$ cat src/design/opt_timers_defs.svh
// command codes, field positions, reset values and timing counts for the
// dual-role protocol timers; definitions only
`ifndef OPT_TIMERS_DEFS_SVH
`define OPT_TIMERS_DEFS_SVH

// command codes on the register port
`define OPT_CMD_CD_RD 8'h6A
`define OPT_CMD_CD_WR 8'hEA
`define OPT_CMD_EL_RD 8'h6C
`define OPT_CMD_EL_WR 8'hEC

// field layout shared by both timer registers
`define OPT_RUN_BIT 31
`define OPT_VAL_MSB 23
`define OPT_VAL_W 24
`define OPT_VAL_MAX 24'hFFFFFF
`define OPT_REG_RESET 32'h00000000

// timeout enable bit of the dual-role event enable register
`define OPT_TMR_IE_BIT 10

// tick timing: 10 us tick from an 8 ns clock
`define OPT_TICK_NS 10000
`define OPT_CLK_NS 8
`define OPT_TICK_CYC ((`OPT_TICK_NS) / (`OPT_CLK_NS))

`endif

$ cat src/design/opt_timers_pkg.sv
// types of the dual-role protocol timers
// assumes the defs header for widths
`include "opt_timers_defs.svh"

package opt_timers_pkg;

	// whole state of the timer block
	typedef struct packed {
		logic [15:0] tick_cnt;
		logic tick;
		logic cd_run;
		logic [`OPT_VAL_MSB:0] cd_preset;
		logic [`OPT_VAL_MSB:0] cd_cnt;
		logic el_run;
		logic [`OPT_VAL_MSB:0] el_cnt;
		logic [31:0] rd_data;
		logic rd_valid;
		logic timeout;
		logic timeout_irq;
	} opt_state_t;

endpackage
$ cat src/design/opt_timers.sv
// countdown and elapsed timers for dual-role session protocols
// assumes a command-coded register port and event status/enable from the
// dual-role event logic, all on clk_sys_i
//
// Overview of operation
// - writing run one loads the preset into the countdown counter and starts it
// - writing run zero halts the countdown timer
// - countdown timeout clears its run bit without software
// - preset is 24 bits; one count is one 10 us tick
// - writing run one to elapsed timer zeroes it, then counts up per tick
// - elapsed counter stops and clears run at all-ones 24-bit value
// - writing run zero stops the elapsed counter advancing
// - enabled pending dual-role event clears elapsed run, freezing the count
// - reading elapsed field returns the counter value, units of 10 us
// - elapsed run bit is bit 31, reset zero; bits 30 to 24 reserved
// - countdown timeout raises the timer interrupt when enable bit 10 set
`timescale 1ns/10ps
`include "opt_timers_defs.svh"

module opt_timers #(
	parameter int TICK_CYCLES = `OPT_TICK_CYC
) (
	// clock and reset
	input wire logic clk_sys_i,
	input wire logic reset_n_i,
	// command-coded register port
	input wire logic cmd_valid_i,
	input wire logic [7:0] cmd_code_i,
	input wire logic [31:0] cmd_wdata_i,
	output logic [31:0] cmd_rdata_o,
	output logic cmd_rvalid_o,
	// dual-role event status and enable
	input wire logic [15:0] event_status_i,
	input wire logic [15:0] event_enable_i,
	// timer state and interrupt request
	output logic countdown_run_o,
	output logic elapsed_run_o,
	output logic timeout_pulse_o,
	output logic timeout_irq_o
);

	opt_timers_pkg::opt_state_t s_q;
	opt_timers_pkg::opt_state_t s_d;
	logic wr_cd;
	logic wr_el;
	logic event_hit;

	// ----------------------------------------
	// command decode
	// ----------------------------------------
	// reads and writes are told apart by code alone
	assign wr_cd = cmd_valid_i && (cmd_code_i == `OPT_CMD_CD_WR);
	assign wr_el = cmd_valid_i && (cmd_code_i == `OPT_CMD_EL_WR);
	assign event_hit = |(event_status_i & event_enable_i);

	// ----------------------------------------
	// next state
	// ----------------------------------------
	always_comb
	begin
		s_d = s_q;
		s_d.tick = 1'b0;
		s_d.timeout = 1'b0;
		s_d.timeout_irq = 1'b0;
		s_d.rd_valid = 1'b0;
		// free-running divider; timers only see the one-cycle tick
		if (s_q.tick_cnt == 16'(TICK_CYCLES - 1))
		begin
			s_d.tick_cnt = 16'h0000;
			s_d.tick = 1'b1;
		end
		else
		begin
			s_d.tick_cnt = s_q.tick_cnt + 16'h0001;
		end
		// countdown: preset N gives N ticks, preset zero times out at first tick
		if (s_q.cd_run && s_q.tick)
		begin
			if (s_q.cd_cnt <= 24'h000001)
			begin
				s_d.cd_cnt = 24'h000000;
				s_d.cd_run = 1'b0;
				s_d.timeout = 1'b1;
				s_d.timeout_irq = event_enable_i[`OPT_TMR_IE_BIT];
			end
			else
			begin
				s_d.cd_cnt = s_q.cd_cnt - 24'h000001;
			end
		end
		// software write beats the timeout's run and count update in the same cycle; the timeout pulse still fires
		if (wr_cd)
		begin
			s_d.cd_preset = cmd_wdata_i[`OPT_VAL_MSB:0];
			s_d.cd_run = cmd_wdata_i[`OPT_RUN_BIT];
			if (cmd_wdata_i[`OPT_RUN_BIT])
			begin
				s_d.cd_cnt = cmd_wdata_i[`OPT_VAL_MSB:0];
			end
			else
			begin
				// a stop that meets a tick must not take one more step
				s_d.cd_cnt = s_q.cd_cnt;
			end
		end
		// elapsed: count up, saturate at all ones
		if (s_q.el_run && s_q.tick)
		begin
			s_d.el_cnt = s_q.el_cnt + 24'h000001;
			if (s_d.el_cnt == `OPT_VAL_MAX)
			begin
				s_d.el_run = 1'b0;
			end
		end
		// an enabled event freezes the count where it stands
		if (s_q.el_run && event_hit)
		begin
			s_d.el_cnt = s_q.el_cnt;
			s_d.el_run = 1'b0;
		end
		if (wr_el)
		begin
			s_d.el_run = cmd_wdata_i[`OPT_RUN_BIT];
			if (cmd_wdata_i[`OPT_RUN_BIT])
			begin
				s_d.el_cnt = 24'h000000;
			end
			else
			begin
				// stop holds the count even when a tick falls in the same cycle
				s_d.el_cnt = s_q.el_cnt;
			end
		end
		// read answer one cycle later; unknown codes with bit 7 clear read zero
		if (cmd_valid_i && !cmd_code_i[7])
		begin
			s_d.rd_valid = 1'b1;
			case (cmd_code_i)
				`OPT_CMD_CD_RD: s_d.rd_data = {s_q.cd_run, 7'h00, s_q.cd_preset};
				`OPT_CMD_EL_RD: s_d.rd_data = {s_q.el_run, 7'h00, s_q.el_cnt};
				default: s_d.rd_data = 32'h00000000;
			endcase
		end
	end

	// ----------------------------------------
	// state register
	// ----------------------------------------
	always_ff @(posedge clk_sys_i or negedge reset_n_i)
	begin
		if (!reset_n_i)
		begin
			s_q <= '0;
		end
		else
		begin
			s_q <= s_d;
		end
	end

	// outputs straight from the state register
	assign cmd_rdata_o = s_q.rd_data;
	assign cmd_rvalid_o = s_q.rd_valid;
	assign countdown_run_o = s_q.cd_run;
	assign elapsed_run_o = s_q.el_run;
	assign timeout_pulse_o = s_q.timeout;
	assign timeout_irq_o = s_q.timeout_irq;
endmodule

$ cat config.mk
export PLATFORM = sky130hd
export DESIGN_NAME = opt_timers
export DESIGN_NICKNAME = d
export VERILOG_FILES = /design/src/design/opt_timers_pkg.sv /design/src/design/opt_timers.sv
export VERILOG_INCLUDE_DIRS = /design/src /design/src/design
export SDC_FILE = /design/constraint.sdc
export NUM_CORES = 1
export LEC_CHECK = 0
export ABC_AREA = 1
export BUFFER_PORTS_ARGS = -buffer_cell sky130_fd_sc_hd__buf_2
export CAP_MARGIN = 20
export CORE_UTILIZATION = 58
export CTS_CLUSTER_SIZE = 12
export DETAILED_ROUTE_END_ITERATION = 10
export PLACE_DENSITY = 0.86
export SLEW_MARGIN = 20
export SYNTH_ARGS = -nofsm -noshare
export SYNTH_HDL_FRONTEND = slang
export SYNTH_SLANG_ARGS = --single-unit
export TNS_END_PERCENT = 30
$ cat constraint.sdc
create_clock -name clk_sys_i -period 5.4 [get_ports clk_sys_i]
set_input_delay 0.54 -clock clk_sys_i [delete_from_list [all_inputs] [get_ports clk_sys_i]]
set_output_delay 0.54 -clock clk_sys_i [all_outputs]
set_load 0.03 [all_outputs]
# [After elaboration in Yosys (flattened, before gate mapping)]
# Index checks and enable logic that the tools add are counted.
[classes] add_sub_neg=3 bitwise=1 n_mux=17 order_cmp=1 n_reduce_logical=17 eq_ne=9
[op_table] cell="two-way mux 24 bit" count=4
[op_table] cell="two-way mux 25 bit" count=3
[op_table] cell="one-hot mux 32 bit (2 select lines)" count=1
[op_table] cell="two-way mux 49 bit" count=1
[op_table] cell="adder 24 x 1 -> 24 bit, second input constant" count=1
[op_table] cell="equality test 24 bit, second input constant" count=1
[op_table] cell="<= comparator 24 x 1 -> 1 bit, second input constant" count=1
[op_table] cell="subtractor 24 x 1 -> 24 bit, second input constant" count=1
[op_table] cell="adder 16 x 1 -> 16 bit, second input constant" count=1
[op_table] cell="bitwise AND 16 bit" count=1
[op_table] cell="equality test 16 x 11 -> 1 bit, second input constant" count=1
[op_table] cell="equality test 8 x 7 -> 1 bit, second input constant" count=2
[op_table] cell="equality test 8 bit, second input constant" count=2
[op_table] cell="two-way mux 16 bit" count=1
[op_table] cell="OR reduction 16 bit" count=1
[op_table] cell="logical AND 1 bit" count=6
[op_table] cell="inequality test 2 bit, second input constant" count=3
[op_table] cell="AND reduction 2 bit" count=3
[op_table] cell="nonzero test 2 bit" count=3
[op_table] cell="nonzero test 3 bit" count=2
[op_table] cell="two-way mux 1 bit" count=5
[op_table] cell="two-way mux 2 bit" count=2
[op_table] cell="AND reduction 3 bit" count=1
[op_table] cell="logical NOT 1 bit" count=1
[totals] regBits=126 wordCells=59 output_inout_bits=37

# [Depth between registers and ports, before layout]
# Gate-level depths: netlist of run 1.
[depth] depth_word=6 mapped_depth=15 ltp_nobuf=14

# [Least setup slack after synthesis of run 1]
# OpenSTA, ideal clock, no wires.
[synth_path] kind="reg2reg" startpoint="register s_q[36] (netlist name)" endpoint="register s_q, in the netlist elapsed_run_o" required_time_ns=5.270 setup_slack_ns=3.649 period_less_slack_ns=1.751 arrival_ns=1.621 path_stages_with_launch=16 cell_sequence="dfrtp_1 ha_1 inv_1 nor2_2 buf_4 nand2_2 nor2_2 nand2_1 nand2_1 nand2_1 nor2_1 nand2_1 nor2_1 nand2_1 nand2_1 nand2_1"
[synth_via] elab_chain_cells=4
[synth_rtl] element="start, declared" line="opt_timers.sv:42" source="opt_timers_pkg::opt_state_t s_q;"
[synth_rtl] element="start signal, assigned" line="opt_timers.sv:153" source="s_q <= '0;"
[synth_rtl] element="start signal, assigned" line="opt_timers.sv:157" source="s_q <= s_d;"
[synth_rtl] element="adder 24 x 1 -> 24 bit" line="opt_timers.sv:109" source="s_d.el_cnt = s_q.el_cnt + 24'h000001;"
[synth_rtl] element="equality test 24 bit (no line)"
[synth_rtl] element="nonzero test 3 bit (no line)"
[synth_rtl] element="AND reduction 2 bit (no line)"
# Every way passes these cells.
# A chain may end at the register's enable or synchronous reset.

# [Final worst setup path of run 1]
# Ends and elaborated chain as after synthesis.

==> flow_summary.yaml, run 1 <==
power_and_ir_drop:
  seq_power_share: 0.439
  p_int_mw: 1.59
  p_total_mw: 2.13
  switching_power_uw: 544
  power.density_nw_per_um2: 271
  switching_share: 0.255
  p_clk_frac: 0.469
  leakage_nw: 4.30
  vdd_drop_max_mv: 0.201
  combPwrFrac: 0.092
global_routing:
  grt_pass1_wl_mm: 29.5
  antenna_found_initial: 0
  grt_pass1_vias: 6162
  grt_overflow: 0
  grtUsageTotal: 0.302
  grt_max_degree: 75
drt:
  wire_per_inst_um: 14.8
  dr.pass1.iters: 9
  viasPerCell: 5.44
  ant_nets: 0
  vias: 6436
  routed_wl_mm: 17.5
  drtIter0Drc: 598
  drc: 14
sta:
  skew_ps: 9.07
  finalCriticalPeriod_ps: 2510
  fin_crit_sh: 0.466
  fmaxAchievable_mhz: 398
  rsz0062_at_grt: "false"
  drv_slew: 0
  max-slew-margin-rel: 0.319
  finalHoldViolCount: 0
  worst_pin_slew_ps: 1020
  finalSetupViolations: 0
  fin_tns_setup_ps: 0
die:
  rows: 39
  core_um2: 11600
  chipWidth_um: 112
  die_height_um: 112
  start_util: 0.603
  io_pins: 112
  dieArea_um2: 12500
synthesis:
  yosys.area_share.simple: 0.328
  synth_mux_area_frac: 0
  synth_adder_area_share: 0.0108
  synth_seq_cells: 119
  syn_inst: 959
  synth_area_leader_cell: "dfrtp_1"
  synth_area_um2: 6970
  yosys.area_share.xor_xnor: 0.0264
  avgSynthCellArea_um2: 7.27
  synth_top_area_frac: 0.427
  ys.warnings.count: 0
  synth.distinct_cells: 41
  synth_compound_area_frac: 0.0906
  synth_top_family_by_area: "simple AND/OR/NAND/NOR gates"
  synth_area_leaders: "dfrtp_1 43%, nand2_1 16%, nand3_1 6.3%"
  seq_area_frac_synth: 0.427
setup_path:
  critPathLaunchType: "flip-flop"
  critPathRequiredTime_ps: 5660
  reg2reg_from: "s_q[36]"
  arrival_ps: 2780
  r2r_slack_ps: 2890
  end_kind: "flip-flop"
  worstPathMaxFanout: 11
  reg2reg_depth: 14
  path_class: "flip-flop to flip-flop"
  critPathLaunch: "s_q[36]"
  r2r-end: "elapsed_run_o"
placed_design:
  placed_cells: 1152
  gp_congestion: 0.928
  placed_cell_area_um2: 7320
  port_buffers: 97
  place_hpwl_mm: 12.1
final_layout:
  num_antenna_cells: 0
  utilization: 0.679
  final_cells: 1183
  postLayoutCellArea_um2: 7850
  fillers: 955
  multi_input_area_um2: 3220
  fin_nets: 1109
  synthToLayoutAreaGrowth_pct: 12.6
  drive_above_1_share: 0.158
  register_area_um2: 2980
cts:
  cts_tree: "yes"
  cts_hold_buffers: 0
  root_buffer: "clkbuf_16"
  cts_sinks: 119
  clock_path_buffers: 2
  cts_resized: 0
  post_cts_buffers: 0
  cts_inserted_buffers: 17
  cts_max_level: 4
  clk_pin_slew_ps: 60
  clk_latency_ps: 420
worst_hold_path:
  hp-class: "input pin to asynchronous set/reset pin"
run_status:
  violations: "design-rule violations"
  status: "finished, violations left"
flow_run:
  cap_violations: 0
[stage by stage]
| stage | setup slack, ps | hold slack (ps) |
|---|---|---|
| floorplan | 3650 | 244 |
| global placement | 2620 | 458 |
| detailed placement | 2660 | 460 |
| CTS | 2870 | 311 |
| global route | 2670 | 338 |
| finish | 2890 | 260 |
[synthesized netlist by cell type]
master / instances
nand2_1: 306
dfrtp_1: 119
inv_1: 112
nor2_1: 101
nand3_1: 88
buf_4: 36
o21ai_0: 29
a31oi_1: 21
o22ai_1: 19
xor2_1: 17
buf_2: 11
nand4_1: 11
nor3_1: 11
a21oi_1: 10
clkbuf_1: 9
ha_1: 6
a22oi_2: 5
or2_2: 5
a21oi_2: 4
nor2_2: 4
xnor2_1: 4
a221oi_1: 3
nand2_2: 3
inv_2: 2
nand2_4: 2
nor2_4: 2
nor3_2: 2
nor3_4: 2
o21bai_1: 2
o31ai_1: 2
a21boi_0: 1
a21o_1: 1
a31oi_2: 1
buf_6: 1
clkinv_1: 1
clkinv_4: 1
conb_1: 1
nand3_2: 1
nor3b_1: 1
nor4_1: 1
o21ai_1: 1
[cells by family after synthesis]
logic type               count (synthesis)
AO/OA/AOI/OAI                           99
flip-flops                             119
XOR/XNOR                                21
buffers and inverters                  173
other                                    1
adder cells (fa/ha/maj)                  6
AND/OR/NAND/NOR                        540
[cells in the final DEF, fill, tap and decap left out, types with 7 or more instances in the layout]
cell / count
nand2_1: 306
dfrtp_1: 119
inv_1: 112
nor2_1: 100
buf_2: 96
nand3_1: 88
o21ai_0: 29
a31oi_1: 21
o22ai_1: 19
xor2_1: 17
clkbuf_16: 17
nor3_1: 11
nand4_1: 11
a21oi_1: 10
conb_1: 7
[state kept, by name, summed over array words and instances (netlist names)]
register         flops
timeout_pulse_o      1
countdown_run_o      1
cmd_rvalid_o         1
cmd_rdata_o         25
elapsed_run_o        1
timeout_irq_o        1
s_q                 89
[critical path, stage by stage (launching register included)]
cell and delay (ps):
dfrtp_1 450, ha_1 270, inv_1 80, nor2_2 380, nand2_1 140, nor2_1 280
nand2_1 100, nand2_1 80, nand2_1 60, nor2_1 100, nand2_1 50, nor2_1 140
nand2_1 90, nand2_1 80, nand2_1 50
[how the worst max path moves through the flow]
stage	endpoint	slack, ps
after floorplan	elapsed_run_o	3650
final	elapsed_run_o	2890
after global routing	elapsed_run_o	2670
after detailed placement	s_q[71]	2660
after CTS	s_q[71]	2870
after global placement	s_q[80]	2620
[area by class of cell]
type | instances | area share
Clock buffer | 22 | 0.0591
Clock inverter | 9 | 0.00685
Inverter | 116 | 0.0561
Multi-Input combinational cell | 673 | 0.410
Sequential cell | 119 | 0.379
Tap cell | 143 | 0.0228
Timing Repair Buffer | 101 | 0.0660
[routing by layer]
metal | wire (um) | share of wire | GRT usage | vias up
li1 | - | - | - | 3162
met1 | 7680 | 0.44 | 0.406 | 2968
met2 | 8160 | 0.47 | 0.477 | 263
met3 | 1230 | 0.070 | 0.0637 | 43
met4 | 446 | 0.025 | 0.123 | 0
met5 | 0 | 0 | 0 | -
[power groups by stage]
stage	clock network [mW]	logic (mW)	registers (mW)
finish	0.999	0.196	0.936
global route	1.04	0.220	0.938
CTS	1.00	0.196	0.936
detailed placement	0	0.192	0.950
global placement	0	0.187	0.949
floorplan	0	0.127	0.947
Power figures use the tool's default switching activity.
==> run 2: changes to the inputs <==
--- a/config.mk
+++ b/config.mk
@@ -9,10 +9,10 @@
 export ABC_AREA = 1
 export BUFFER_PORTS_ARGS = -buffer_cell sky130_fd_sc_hd__buf_2
 export CAP_MARGIN = 20
-export CORE_UTILIZATION = 58
+export CORE_UTILIZATION = 57
 export CTS_CLUSTER_SIZE = 12
 export DETAILED_ROUTE_END_ITERATION = 10
-export PLACE_DENSITY = 0.86
+export PLACE_DENSITY = 0.84
 export SLEW_MARGIN = 20
 export SYNTH_ARGS = -nofsm -noshare
 export SYNTH_HDL_FRONTEND = slang
==> constraint.sdc (replaced) <==
create_clock -name clk_sys_i -period 2.4 [get_ports clk_sys_i]
set_input_delay 0.24 -clock clk_sys_i [delete_from_list [all_inputs] [get_ports clk_sys_i]]
set_output_delay 0.24 -clock clk_sys_i [all_outputs]
set_load 0.03 [all_outputs]
==> flow_summary.yaml, run 2 (synthesis results as in run 1) <==
run_status:
  status: "complete, no violations"
sta:
  fmaxAchievable_mhz: 474
  skew_ps: 18.6
  rsz0062_at_grt: "false"
  drv_slew: 0
  fin_crit_sh: 0.880
  max-slew-margin-rel: 0.583
  setup_slack_ps: 289
  finalCriticalPeriod_ps: 2110
  worst_pin_slew_ps: 625
  finalHoldViolCount: 0
  finalSetupViolations: 0
  fin_tns_setup_ps: 0
drt:
  routed_wl_mm: 17.0
  vias: 6391
  ant_nets: 0
  dr.pass1.iters: 6
  drtIter0Drc: 451
  drc: 0
  wire_per_inst_um: 14.1
  viasPerCell: 5.33
global_routing:
  grt_use_met1: 0.389
  busiest_layer: "met2"
  gr-usage-met3: 0.0556
  met2_usage: 0.463
  grt_max_degree: 49
  grt_pass1_vias: 5908
  antenna_found_initial: 0
  grt_overflow: 0
  grtUsageTotal: 0.287
  grt_pass1_wl_mm: 28.6
placed_design:
  place_hpwl_mm: 12.3
  place_ws_ps: 306
  placed_cell_area_um2: 7440
  port_buffers: 97
  gp_congestion: 0.932
  placed_cells: 1169
die:
  core_um2: 12000
  rows: 40
  die_height_um: 113
  io_pins: 112
  dieArea_um2: 12700
  chipWidth_um: 113
  start_util: 0.583
final_layout:
  num_antenna_cells: 0
  largest_reg_flops: 89
  register_area_um2: 2980
  synthToLayoutAreaGrowth_pct: 14.6
  fin_nets: 1123
  top_register: "s_q"
  layout_common_cells: "306 x nand2_1, 119 x dfrtp_1, 112 x inv_1, 100 x nor2_1, 96 x buf_2"
  utilization: 0.668
  fillers: 1016
  postLayoutCellArea_um2: 7990
  drive_above_1_share: 0.165
  final_cells: 1199
  final_common_cell: "nand2_1"
  multi_input_area_um2: 3210
setup_path:
  critPathLaunch: "s_q[36]"
  path_class: "flip-flop to flip-flop"
  critPathRequiredTime_ps: 2700
  r2r-end: "elapsed_run_o"
  worstPathMaxFanout: 9
  reg2reg_from: "s_q[36]"
  critPathLaunchType: "flip-flop"
  arrival_ps: 2410
  reg2reg_depth: 15
  r2r_slack_ps: 290
  end_kind: "flip-flop"
power_and_ir_drop:
  switching_power_mw: 1.15
  power.density_nw_per_um2: 612
  seq_power_share: 0.431
  p_int_mw: 3.73
  p_clk_frac: 0.479
  leakage_nw: 4.39
  combPwrFrac: 0.091
  switching_share: 0.236
  vdd_drop_max_mv: 0.477
cts:
  post_cts_buffers: 0
  root_buffer: "clkbuf_16"
  cts_inserted_buffers: 17
  cts_max_level: 4
  clock_path_buffers: 2
  cts_hold_buffers: 1
  cts_tree: "yes"
  clk_latency_ps: 420
  cts_resized: 0
  cts_sinks: 119
  clk_pin_slew_ps: 50
worst_hold_path:
  hp-class: "input pin to flip-flop"
  holdCritStartpoint: "cmd_wdata_i[0]"
  worstHoldEndpoint: "s_q[84]"
  min_path_cells: 3
flow_run:
  cap_violations: 0
-- run 2: cell types whose count changed in the layout (fill, tap and decap cells not counted), moves of 2 or more --
cell,delta
buf_4,+12
clkbuf_8,+2
clkinv_2,-3
clkinvlp_4,-2
-- run 2: worst max-delay path by stage --
stage / endpoint / slack, ps
floorplan: elapsed_run_o / 650
global placement: elapsed_run_o / 340
detailed placement: elapsed_run_o / 310
CTS: elapsed_run_o / 290
global route: s_q[80] / 110
finish: elapsed_run_o / 290
-- run 2: layout make-up --
| type | count | share of cell area |
|---|---|---|
| clock buffers | 25 | 0.0620 |
| clock inverters | 4 | 0.00564 |
| inverters | 116 | 0.0551 |
| multi-input cells | 673 | 0.402 |
| flip-flops and latches | 119 | 0.373 |
| well taps | 147 | 0.0230 |
| repair buffers | 115 | 0.0799 |
-- run 2: critical path, cell delays in order (launching register included) --
cell and delay [ps]:
dfrtp_1 420, ha_1 260, inv_1 90, nor2_2 150
buf_4 180, nand2_2 80, nor2_2 110, nand2_1 60
nand2_1 50, nand2_1 60, nor2_1 130, nand2_1 60
nor2_1 140, nand2_1 70, nand2_1 60, nand2_1 40
-- run 2: layer usage --
metal	up-vias	wire, um
li1	3184	-
met1	2962	7520
met3	26	909
met5	-	0
met2	219	8220
met4	0	309
-- run 2: metrics by stage --
step           power (mW)  hold WS (ps)
3_3_place_gp         2.56           290
6_report             4.89          52.9
3_5_place_dp         2.57           290
2_1_floorplan        2.42         -55.6
5_1_grt              5.08          74.9
4_1_cts              4.91          52.5
-- run 2: power by group through the flow --
stage          combinational [mW]  clock (mW)  sequential [mW]
2_1_floorplan               0.287           0             2.13
3_3_place_gp                0.429           0             2.13
3_5_place_dp                0.438           0             2.14
4_1_cts                     0.443        2.36             2.10
5_1_grt                     0.497        2.47             2.11
6_report                    0.443        2.34             2.11
